### config.mk
export PLATFORM = sky130hd
export DESIGN_NAME = rbt_transceiver
export DESIGN_NICKNAME = d
export VERILOG_FILES = /design/src/rbt_pkg.sv /design/src/rbt_path.sv /design/src/rbt_transceiver.sv
export VERILOG_INCLUDE_DIRS = /design/src /design/src/src
export SDC_FILE = /design/constraint.sdc
export NUM_CORES = 1
export LEC_CHECK = 0
export BUFFER_PORTS_ARGS = -buffer_cell sky130_fd_sc_hd__buf_2
export CORE_ASPECT_RATIO = 1.2
export CORE_UTILIZATION = 45
export DETAILED_ROUTE_END_ITERATION = 16
export PLACE_DENSITY = 0.76
export SYNTH_ARGS = -nofsm -noshare
export SYNTH_HDL_FRONTEND = slang
export SYNTH_SLANG_ARGS = --single-unit
### constraint.sdc
create_clock -name pclk -period 3.6 [get_ports pclk]
set_input_delay 0.36 -clock pclk [delete_from_list [all_inputs] [get_ports pclk]]
set_output_delay 0.36 -clock pclk [all_outputs]
set_load 0.005 [all_outputs]
### src/rbt_regs.svh
// Notes on behaviour
// - both ports are 18 bits; each direction control acts on all 18 bits together
// - a-to-b latch enable high makes storage transparent; b follows a regardless of clock
// - latch enable low with steady clock: storage holds, port a changes ignored
// - latch enable low: each a-to-b clock rising edge captures port a into storage
// - a-to-b output enable low floats port b; high drives stored a-to-b value
// - b-to-a path mirrors a-to-b with its own latch enable, clock, output enable
// - b-to-a output enable is active low: port a drives only while it is low
// - clock held high keeps output only if it was high before latch enable fell
// - each port pin is input for one direction, three-state output for the other
// - with bus hold on, an input released to high impedance keeps its last level
`ifndef RBT_REGS_SVH
`define RBT_REGS_SVH

`define RBT_WIDTH 18

`define RBT_OFS_CTRL 12'h000
`define RBT_OFS_STATUS 12'h004
`define RBT_OFS_A2B 12'h008
`define RBT_OFS_B2A 12'h00c

`define RBT_CTRL_HOLD_BIT 0
`define RBT_CTRL_RESET 1'h0

`define RBT_STAT_CONT_A_BIT 0
`define RBT_STAT_CONT_B_BIT 1
`define RBT_STAT_LIVE_LSB 2
`define RBT_STAT_LIVE_MSB 7

`define RBT_CLK_Q_RESET 1'h1
`define RBT_PRDATA_RESET 32'h00000000

`endif

### src/rbt_pkg.sv
package rbt_pkg;

   typedef logic [17:0] rbt_data_t;

   // level seen on a data port plus whether the outside driver is active
   typedef struct packed {
      rbt_data_t data;
      logic drv;
   } rbt_pin_s;

endpackage : rbt_pkg

### src/rbt_path.sv
`timescale 1ns/1ps
`default_nettype none
`include "rbt_regs.svh"

module rbt_path (
   input wire logic pclk,
   input wire logic presetn,
   input wire logic hold_en,
   input wire rbt_pkg::rbt_pin_s src,
   input wire logic latch_en,
   input wire logic cap_clk,
   output var rbt_pkg::rbt_data_t stored
);

   rbt_pkg::rbt_data_t hold;
   rbt_pkg::rbt_data_t eff_in;
   logic clk_q;
   logic cap_rise;
   logic load;

   // bus hold keeper, follows the pin only while it is driven
   always_ff @(posedge pclk) begin
      if (src.drv) begin
         hold <= src.data;
      end
   end

   assign eff_in = (hold_en && !src.drv) ? hold : src.data;

   always_ff @(posedge pclk or negedge presetn) begin
      if (!presetn) begin
         clk_q <= `RBT_CLK_Q_RESET;
      end else begin
         clk_q <= cap_clk;
      end
   end

   // a clock already high when latch enable falls gives no edge
   assign cap_rise = cap_clk && !clk_q;
   assign load = latch_en || cap_rise;

   // storage has no reset
   always_ff @(posedge pclk) begin
      if (load) begin
         stored <= eff_in;
      end
   end

endmodule : rbt_path
`default_nettype wire

### src/rbt_transceiver.sv
// Decided for this implementation: the APB slave port and the placing of the registers.
`timescale 1ns/1ps
`default_nettype none
`include "rbt_regs.svh"

module rbt_transceiver (
   input wire logic pclk,
   input wire logic presetn,
   input wire logic [11:0] paddr,
   input wire logic psel,
   input wire logic penable,
   input wire logic pwrite,
   input wire logic [31:0] pwdata,
   input wire logic [3:0] pstrb,
   output var logic [31:0] prdata,
   output logic pready,
   output logic pslverr,
   input wire logic a_to_b_out_en,
   input wire logic a_to_b_latch_en,
   input wire logic a_to_b_clk,
   input wire logic b_to_a_out_en_n,
   input wire logic b_to_a_latch_en,
   input wire logic b_to_a_clk,
   input wire rbt_pkg::rbt_pin_s a_pin,
   output var rbt_pkg::rbt_data_t a_out,
   output logic [17:0] a_oe,
   input wire rbt_pkg::rbt_pin_s b_pin,
   output var rbt_pkg::rbt_data_t b_out,
   output logic [17:0] b_oe
);

   rbt_pkg::rbt_data_t a2b_stored;
   rbt_pkg::rbt_data_t b2a_stored;
   logic hold_en;
   logic cont_a;
   logic cont_b;
   logic next_cont_a;
   logic next_cont_b;
   logic slverr_q;

   // apb decode
   wire apb_setup = psel && !penable;
   wire apb_access = psel && penable;
   wire [11:0] word_addr = {paddr[11:2], 2'h0};
   wire hit_ctrl = (word_addr == `RBT_OFS_CTRL);
   wire hit_status = (word_addr == `RBT_OFS_STATUS);
   wire hit_a2b = (word_addr == `RBT_OFS_A2B);
   wire hit_b2a = (word_addr == `RBT_OFS_B2A);
   wire mapped = hit_ctrl || hit_status || hit_a2b || hit_b2a;
   wire wr_go = apb_access && pwrite && mapped && pstrb[0];
   wire wr_ctrl = wr_go && hit_ctrl;
   wire wr_status = wr_go && hit_status;

   wire [5:0] live_ctl = {b_to_a_clk, b_to_a_latch_en, b_to_a_out_en_n,
                          a_to_b_clk, a_to_b_latch_en, a_to_b_out_en};
   wire [31:0] rd_ctrl = {31'h00000000, hold_en};
   wire [31:0] rd_status = {24'h000000, live_ctl, cont_b, cont_a};
   wire [31:0] rd_a2b = {14'h0000, a2b_stored};
   wire [31:0] rd_b2a = {14'h0000, b2a_stored};
   wire [31:0] rd_mux = hit_ctrl ? rd_ctrl :
                        hit_status ? rd_status :
                        hit_a2b ? rd_a2b :
                        hit_b2a ? rd_b2a : 32'h00000000;

   // one setup cycle then a zero wait access phase
   assign pready = apb_access;
   assign pslverr = apb_access && slverr_q;

   always_ff @(posedge pclk or negedge presetn) begin
      if (!presetn) begin
         prdata <= `RBT_PRDATA_RESET;
         slverr_q <= 1'h0;
      end else if (apb_setup) begin
         prdata <= pwrite ? 32'h00000000 : rd_mux;
         slverr_q <= !mapped;
      end
   end

   always_ff @(posedge pclk or negedge presetn) begin
      if (!presetn) begin
         hold_en <= `RBT_CTRL_RESET;
      end else if (wr_ctrl) begin
         hold_en <= pwdata[`RBT_CTRL_HOLD_BIT];
      end
   end

   // contention flags, a new event wins over a write-one clear
   wire set_cont_a = a_pin.drv && !b_to_a_out_en_n;
   wire set_cont_b = b_pin.drv && a_to_b_out_en;
   wire clr_cont_a = wr_status && pwdata[`RBT_STAT_CONT_A_BIT];
   wire clr_cont_b = wr_status && pwdata[`RBT_STAT_CONT_B_BIT];

   assign next_cont_a = set_cont_a || (cont_a && !clr_cont_a);
   assign next_cont_b = set_cont_b || (cont_b && !clr_cont_b);

   always_ff @(posedge pclk or negedge presetn) begin
      if (!presetn) begin
         cont_a <= 1'h0;
         cont_b <= 1'h0;
      end else begin
         cont_a <= next_cont_a;
         cont_b <= next_cont_b;
      end
   end

   // two independent direction paths
   rbt_path u_a_to_b (
      .pclk(pclk),
      .presetn(presetn),
      .hold_en(hold_en),
      .src(a_pin),
      .latch_en(a_to_b_latch_en),
      .cap_clk(a_to_b_clk),
      .stored(a2b_stored)
   );

   rbt_path u_b_to_a (
      .pclk(pclk),
      .presetn(presetn),
      .hold_en(hold_en),
      .src(b_pin),
      .latch_en(b_to_a_latch_en),
      .cap_clk(b_to_a_clk),
      .stored(b2a_stored)
   );

   // pin drivers, each enable spans the whole port
   assign b_out = a2b_stored;
   assign a_out = b2a_stored;
   assign b_oe = {18{a_to_b_out_en}};
   assign a_oe = {18{!b_to_a_out_en_n}};
endmodule : rbt_transceiver
`default_nettype wire

==> results.yml, run 1 <==
critical_path:
  reg2reg_to: "u_a_to_b.stored[3]$_DFFE_PP_"
  r2r_slack_ps: 1870
  cp-start-kind: "primary input"
  cp_max_fo: 20
  worstSetupPathType: "primary input to register"
  max_stage_delay_ps: 620
  required_ps: 3850
  reg2reg_depth: 2
  crit_slowest_cell: "nor2b_1"
  endpoint_kind: "register"
  critPathLaunch: "paddr[2]"
  reg2reg_from: "hold_en$_DFFE_PN0P_"
  path_cells: "buf_2 -> nor2b_1 -> or4b_1 -> a221o_1"
  arrival_ps: 2370
global_route:
  grt.overflow.total: 0
  grt_pass1_vias: 2629
  use_met2_pct: 32.77
  grt_max_degree: 25
  grt_usage_pct: 19.06
  grt_util_met1_pct: 22.56
  gr-usage-met3_pct: 3.249
  top_usage_layer: "met2"
  grt_pass1_wl_um: 13770
  antenna_found_initial: 0
clocking:
  clockRootBuffer: "clkbuf_8"
  postCtsSetupRepairBufs: 0
  cts_resized: 0
  clock-sinks: 96
  worstSkewPairLatency_ps: 360
  cts_tree: "done"
  ctsHoldBuffers: 1
  clockBufferDepth: 2
  clkTransAtPathRegs_ps: 90
  cts_buffers: 9
  htreeDepth: 3
drt:
  routedWlPerCell_um: 17.11
  vias_per_cell: 4.985
  dr.pass1.iters: 4
  drtIter0Drc: 180
  num_vias: 2632
  drc_errors: 0
  postRouteWirelength_um: 9033
  detail-route-antenna-nets: 0
sta:
  hold_violations: 0
  final.min_clock_period_ps: 2120
  tightest_slew_ps: 899.7
  clock_skew_ps: 7.177
  timing.fmax_mhz: 471.7
  setup_viol: 0
  setup_tns_ps: 0
  grt_setup_unrepaired: "false"
  setup_slack_ps: 1480
  slew-limit-headroom_pct: 40.02
  post-route-period-util_pct: 58.89
  slew_violations: 0
placement:
  gp_congestion: 0.7286
  hpwl_um: 6262
  place_ws_ps: 1076
  portBuffers: 153
  place_area_um2: 4761
final_layout:
  area_growth_pct: 18.92
  n_antenna_cell: 0
  fill_cells: 765
  drive_gt1_share_pct: 53.92
  fin_nets: 500
  final_area_um2: 5001
worst_hold_path:
  hold_depth: 1
  min_path_type: "primary input to register"
  hp-start: "b_to_a_clk"
  holdPathEnd: "u_b_to_a.clk_q$_DFF_PN1_"
yosys:
  avgSynthCellArea_um2: 14.76
  netlist_area_um2: 4205
  syn_inst: 285
  yosys-top-cells-area: "edfxtp_1, dfrtp_1, mux2_2"
  yosys.area.top_type: "edfxtp_1"
  synth_warnings: 0
  synth_seq_cells: 96
  synth_top_area_share_pct: 51.41
  yosysUniqueCellTypes: 31
  ys_seq_area_share_pct: 65.75
power_and_ir_drop:
  power_density_nw_per_um2: 457.3
  vdd_drop_max_v: 0.0002973
  p_leak_nw: 2.212
floorplan:
  die_width_um: 90.25
  core_um2: 9081
  start_util_pct: 46.31
  boundaryPins: 203
  rows: 38
  die_area_um2: 9737
  die_y_um: 107.9
run:
  maxCapViolCount: 0
status:
  outcome: "complete, no violations"
metal layers:
layer	vias up	part of all wire (%)	wire [um]
li1	1209	-	-
met1	1268	40	3569
met2	139	52	4716
met3	16	5.7	513
met4	0	2.6	234
met5	-	0	0
per-stage QoR:
stage          hold WS, ps  cells  util (%)  power [mW]
2_1_floorplan        64.41    298         -       1.422
3_3_place_gp         374.6    511     52.42       1.503
3_5_place_dp         396.2    511     52.42       1.512
4_1_cts              89.43    528     55.07       2.302
5_1_grt              97.39    528     55.07       2.356
6_report             106.1    528     55.07       2.287
worst max-delay path: cells and delay by family:
family,cells,cell delay [ps]
and+or+nand+nor,2,1190
AOI/OAI and AO/OA,1,330
buffers and inverters,1,480
state kept, by name (all words and copies together), names as in the netlist:
signal,count
u_a_to_b.stored,18
u_a_to_b.hold,18
hold_en,1
u_b_to_a.stored,18
u_b_to_a.clk_q,1
u_b_to_a.hold,18
cont_b,1
prdata,18
cont_a,1
slverr_q,1
u_a_to_b.clk_q,1
worst max path at each step:
| stage | slack [ps] | depth (start not counted) | end |
|---|---|---|---|
| after floorplan | 1750 | 3 | cont_a$_DFF_PN0_ |
| after global placement | 1140 | 4 | cont_a$_DFF_PN0_ |
| after detailed placement | 1080 | 4 | cont_a$_DFF_PN0_ |
| after CTS | 1490 | 4 | cont_a$_DFF_PN0_ |
| after global routing | 1400 | 4 | cont_b$_DFF_PN0_ |
| final | 1480 | 4 | cont_a$_DFF_PN0_ |
Yosys cell counts, drive strengths merged:
| library cell | count |
|---|---|
| a22oi | 7 |
| dfstp | 2 |
| or3b | 1 |
| and3 | 1 |
| o21ai | 19 |
| dfrtp | 22 |
| mux2 | 44 |
| a221o | 2 |
| clkbuf | 10 |
| nand2b | 3 |
| nor4b | 1 |
| and2 | 1 |
| or4b | 1 |
| or4 | 3 |
| a21o | 2 |
| conb | 1 |
| or3 | 1 |
| nor2 | 2 |
| nor2b | 3 |
| inv | 5 |
| buf | 51 |
| edfxtp | 72 |
| mux2i | 10 |
| mux4 | 1 |
| nand4 | 1 |
| nand2 | 19 |
power breakdown:
part / switching (mW) / total [mW] / internal [mW]
Combinational: 0.106 / 0.198 / 0.0920
Sequential: 0.0236 / 1.29 / 1.27
Clock: 0.374 / 0.801 / 0.427
Total: 0.503 / 2.29 / 1.78
cells in the final DEF, fill, tap and decap left out, drive strengths merged:
cell	netlist	layout
nand2b	3	3
or4b	1	1
and2	1	1
a21o	2	2
nor2b	3	3
and3	1	1
mux2	44	44
or4	3	3
dfrtp	22	22
a22oi	7	7
nand4	1	1
a221o	2	2
or3b	1	1
o21ai	19	19
mux4	1	1
edfxtp	72	72
or3	1	1
dfstp	2	2
dlygate4sd3	0	1
buf	51	154
mux2i	10	10
clkinvlp	0	2
nand2	19	19
bufinv	0	2
nor2	2	2
nor4b	1	1
clkinv	0	1
inv	5	5
conb	1	14
clkbuf	10	11
logic make-up after synthesis:
group           synth area share, %
mux                           14.70
buf+inv                       10.35
simple gates                  4.761
flops                         65.75
other cells                 0.08917
compound gates                4.344
final cells by class:
class | count | area [um^2] | share of cell area, %
flip-flops and latches | 96 | 2765 | 55.29
multi-input cells | 136 | 1054 | 21.07
repair buffers | 155 | 783.3 | 15.66
clock buffers | 11 | 151.4 | 3.027
well taps | 120 | 150.1 | 3.002
clock inverters | 5 | 78.83 | 1.576
inverters | 5 | 18.77 | 0.3753
No activity file was read; power rests on OpenSTA's default activity.
==> inputs of run 2 (changes only) <==
==> constraint.sdc (replaced) <==
create_clock -name pclk -period 2 [get_ports pclk]
set_input_delay 0.2 -clock pclk [delete_from_list [all_inputs] [get_ports pclk]]
set_output_delay 0.2 -clock pclk [all_outputs]
set_load 0.005 [all_outputs]
==> results.yml, run 2 (synthesis gave the netlist of run 1 again) <==
clocking:
  clock-sinks: 96
  clockBufferDepth: 2
  clockRootBuffer: "clkbuf_8"
  clkTransAtPathRegs_ps: 80
  cts_resized: 0
  htreeDepth: 3
  worstSkewPairLatency_ps: 380
  cts_buffers: 9
  cts_tree: "done"
critical_path:
  reg2reg_depth: 2
  cp-start-kind: "primary input"
  cp_max_fo: 18
  endpoint_kind: "register"
  arrival_ps: 1570
  reg2reg_to: "u_b_to_a.stored[10]$_DFFE_PP_"
  required_ps: 2000
  r2r_slack_ps: 500
  reg2reg_from: "u_b_to_a.clk_q$_DFF_PN1_"
  worstSetupPathType: "primary input to register"
drt:
  dr.pass1.iters: 4
  postRouteWirelength_um: 9400
  drc_errors: 0
  drtIter0Drc: 171
  detail-route-antenna-nets: 0
  routedWlPerCell_um: 17.28
  vias_per_cell: 4.910
  num_vias: 2671
floorplan:
  die_y_um: 107.9
  start_util_pct: 46.31
  rows: 38
  die_width_um: 90.25
  core_um2: 9081
  die_area_um2: 9737
  boundaryPins: 203
final_layout:
  final_area_um2: 5126
  area_growth_pct: 21.90
  final_cells: 544
  drive_gt1_share_pct: 53.30
  n_antenna_cell: 0
  final_common_cell: "buf_2"
  fin_nets: 516
  layout_common_cells: "buf_2, edfxtp_1, mux2_2"
global_route:
  grt_pass1_wl_um: 14190
  antenna_found_initial: 0
  grt.overflow.total: 0
  grt_usage_pct: 20.08
  grt_max_degree: 25
  grt_pass1_vias: 2639
sta:
  post-route-period-util_pct: 78.95
  setup_viol: 0
  final.min_clock_period_ps: 1579
  slew-limit-headroom_pct: 39.24
  clock_skew_ps: 17.14
  tightest_slew_ps: 911.4
  hold_violations: 0
  grt_setup_unrepaired: "false"
  setup_slack_ps: 421.0
  hold_slack_ps: 20.07
  timing.fmax_mhz: 633.3
  setup_tns_ps: 0
  slew_violations: 0
run:
  maxCapViolCount: 0
placement:
  dp.cells: 517
  place_area_um2: 4818
  hpwl_um: 6392
  place_ws_ps: 74.22
  portBuffers: 153
  gp_congestion: 0.7530
power_and_ir_drop:
  p_leak_nw: 2.278
  vdd_drop_max_v: 0.0004996
  power_density_nw_per_um2: 777.0
status:
  outcome: "complete, no violations"
worst_hold_path:
  hp-start: "b_pin[4]"
  hold_depth: 1
  holdPathEnd: "u_b_to_a.hold[3]$_DFFE_PP_"
  min_path_type: "primary input to register"
-- run 2: cell types whose count changed in the layout (fill, tap and decap cells not counted), sizes merged --
cell / change
clkinv: +2
buf: +6
dlygate4sd3: +10
bufinv: -1
clkinvlp: -1
-- run 2: power by group --
group,switching (mW),internal (mW)
combinational,0.195,0.184
clock,0.675,0.611
sequential,0.0414,2.28
total,0.912,3.07
-- run 2: how the worst max path moves through the flow --
stage / start / endpoint / slack (ps) / cells past startpoint
final: b_to_a_clk / u_b_to_a.stored[10]$_DFFE_PP_ / 420 / 3
after floorplan: hold_en$_DFFE_PN0P_ / u_a_to_b.stored[0]$_DFFE_PP_ / 270 / 4
after detailed placement: paddr[5] / cont_b$_DFF_PN0_ / 70 / 4
after CTS: b_to_a_clk / u_b_to_a.stored[8]$_DFFE_PP_ / 420 / 3
after global placement: paddr[5] / cont_a$_DFF_PN0_ / 100 / 4
after global routing: b_to_a_clk / u_b_to_a.stored[6]$_DFFE_PP_ / 380 / 3
-- run 2: stage by stage --
stage | total power, mW | utilization [%]
floorplan | 2.559 | -
global placement | 2.712 | 53.06
detailed placement | 2.726 | 53.06
CTS | 4.010 | 56.45
global route | 4.120 | 56.45
finish | 3.983 | 56.45
-- run 2: area by class of cell --
cell class	count	area, um^2
Timing Repair Buffer	171	940.9
Fill cell	744	3955
Sequential cell	96	2765
Clock inverter	5	56.30
Clock buffer	11	141.4
Multi-Input combinational cell	136	1054
Inverter	5	18.77
Tap cell	120	150.1
-- run 2: per-layer routing --
metal	vias up	wire, um	track usage [%]
met2	126	4733	34.51
met1	1280	3926	23.62
met5	-	0	0
met4	0	283	10.25
li1	1244	-	-
met3	21	456	4.590
-- run 2: repair_timing --
item / CTS / global route
setup buffers: 0 / 0
setup endpoints to repair: 0 / 0
hold buffers: 11 / 0
hold endpoints to repair: 32 / 0
-- run 2: critical path: stages --
cell           delay, ps
dlygate4sd3_1        520
buf_2                130
a21o_1               720
==> inputs of run 3 (changes only) <==
--- a/config.mk
+++ b/config.mk
@@ -8,9 +8,9 @@
 export LEC_CHECK = 0
 export BUFFER_PORTS_ARGS = -buffer_cell sky130_fd_sc_hd__buf_2
 export CORE_ASPECT_RATIO = 1.2
-export CORE_UTILIZATION = 45
+export CORE_UTILIZATION = 42
 export DETAILED_ROUTE_END_ITERATION = 16
-export PLACE_DENSITY = 0.76
+export PLACE_DENSITY = 0.75
 export SYNTH_ARGS = -nofsm -noshare
 export SYNTH_HDL_FRONTEND = slang
 export SYNTH_SLANG_ARGS = --single-unit
==> constraint.sdc (replaced) <==
create_clock -name pclk -period 1.4 [get_ports pclk]
set_input_delay 0.14 -clock pclk [delete_from_list [all_inputs] [get_ports pclk]]
set_output_delay 0.14 -clock pclk [all_outputs]
set_load 0.005 [all_outputs]
==> results.yml, run 3 (synthesis gave the netlist of run 1 again) <==
sta:
  hold_violations: 0
  clock_skew_ps: 4.093
  post-route-period-util_pct: 103.2
  tightest_slew_ps: 543.8
  slew_violations: 0
  grt_setup_unrepaired: "true"
  setup_slack_ps: -45.31
  setup_viol: 2
  final.min_clock_period_ps: 1445
  timing.fmax_mhz: 691.9
  slew-limit-headroom_pct: 63.75
critical_path:
  critPathBufInv: 1
  endpoint_kind: "register"
  crit_family: "simple AND/OR/NAND/NOR gates"
  max_stage_delay_ps: 570
  cp-start-kind: "primary input"
  cp_max_fo: 5
  crit_slowest_cell: "or4b_4"
  arrival_ps: 1660
  worstSetupPathType: "primary input to register"
  path_cells: "buf_6 -> or4_4 -> or4b_4 -> a221o_1"
  cp.depth: 4
  reg2reg_depth: 3
  required_ps: 1620
status:
  outcome: "complete, but fails checks"
  violations: "negative setup slack"
global_route:
  grt_usage_pct: 20.03
  grt_max_degree: 25
  grt_pass1_vias: 2841
  grt_pass1_wl_um: 15180
  grt.overflow.total: 0
  antenna_found_initial: 0
final_layout:
  n_antenna_cell: 0
  fill_cells: 806
  final_area_um2: 5568
  final_core_util_pct: 57.92
  layout_common_cells: "buf_2, edfxtp_1, mux2_2"
  fin_nets: 551
  drive_gt1_share_pct: 50.98
  area_growth_pct: 32.40
  final_common_cell: "buf_2"
floorplan:
  die_width_um: 93.35
  die_y_um: 111.6
  start_util_pct: 43.75
  boundaryPins: 203
  die_area_um2: 10420
  core_um2: 9613
  rows: 39
placement:
  portBuffers: 153
  gp_congestion: 0.7764
  place_area_um2: 4930
  place_ws_ps: -422.9
  hpwl_um: 6886
clocking:
  clkTransAtPathRegs_ps: 60
  htreeDepth: 3
  worstSkewPairLatency_ps: 340
  cts_tree: "done"
  cts_buffers: 9
  postCtsSetupRepairBufs: 0
  clock-sinks: 96
  clockBufferDepth: 2
  clockRootBuffer: "clkbuf_16"
drt:
  num_vias: 2811
  detail-route-antenna-nets: 0
  drc_errors: 0
  drtIter0Drc: 144
  dr.pass1.iters: 4
  routedWlPerCell_um: 17.16
  vias_per_cell: 4.830
  postRouteWirelength_um: 9989
run:
  maxCapViolCount: 0
power_and_ir_drop:
  vdd_drop_max_v: 0.0008646
  combPwrFrac_pct: 10.2
  swShare_pct: 21.51
  power.switching_mw: 1.344
  p_leak_nw: 2.478
  intPower_mw: 4.905
  power_density_nw_per_um2: 1122
  p_clk_share_pct: 36.7
  seq_power_share_pct: 53.1
worst_hold_path:
  hold_depth: 1
  min_path_type: "primary input to register"
## run 3: changes by cell type in the layout (fill, tap and decap cells not counted), sizes merged
cell / before / now
dlygate4sd3: 11 / 35
clkinvlp: 1 / 0
buf: 160 / 171
bufinv: 1 / 0
clkbuf: 11 / 15
clkinv: 3 / 1
## run 3: worst reg2reg max path, cell delays in order (launching register included)
cell	delay (ps)
dfrtp_1	440
nand2b_1	170
buf_12	170
mux2_2	350
## run 3: path summary, 6_finish.rpt
kind                                       start                            end  slack [ps]
max                                     paddr[5]               cont_b$_DFF_PN0_         -50
min                                    a_pin[15]    u_a_to_b.hold[14]$_DFFE_PP_           8
max reg2reg                  hold_en$_DFFE_PN0P_  u_b_to_a.stored[17]$_DFFE_PP_          30
min reg2reg                prdata[7]$_DFFE_PN0P_          prdata[7]$_DFFE_PN0P_         470
max in group asynchronous                presetn       u_b_to_a.clk_q$_DFF_PN1_         700
min in group asynchronous                presetn          prdata[3]$_DFFE_PN0P_         320
## run 3: metrics by stage
stage               hold slack, ps  std cells  power, mW  setup TNS (ps)
floorplan                   -155.6        298      3.656           -2373
global placement             151.4        531      3.914           -5188
detailed placement           155.3        531      3.935           -5633
CTS                          1.373        582      6.297          -34.81
global route                 4.161        582      6.486          -856.7
finish                       7.946        582      6.249          -73.85
## run 3: power by group through the flow
stage               Sequential [mW]  Combinational [mW]  Clock [mW]
finish                         3.32               0.640        2.29
global route                   3.33               0.700        2.45
CTS                            3.32               0.643        2.34
detailed placement             3.37               0.562           0
global placement               3.36               0.550           0
floorplan                      3.37               0.288           0
## run 3: area by class of cell
type / instances / area (um^2) / share of cell area, %
clock buffer: 15 / 269.0 / 4.831
tap: 123 / 153.9 / 2.764
clock inverter: 1 / 5.005 / 0.08989
multi-input combinational: 136 / 1057 / 18.99
inverter: 5 / 18.77 / 0.3371
sequential: 96 / 2765 / 49.66
timing repair buffer: 206 / 1299 / 23.33
## run 3: what timing repair did
action | in CTS | in global routing
gates resized for setup | 2 | 1
setup endpoints to repair | 2 | 36
hold endpoints to repair | 56 | 0
pin swaps | 1 | 0
hold buffers | 35 | 0
## run 3: layer usage
metal	wire length (um)	share of wire, %	global-route usage (%)	vias up
met4	243	2.4	10.05	0
met2	5072	51	33.63	124
li1	-	-	-	1317
met1	4074	41	23.98	1354
met3	599	6.0	4.577	16
met5	0	0	0	-
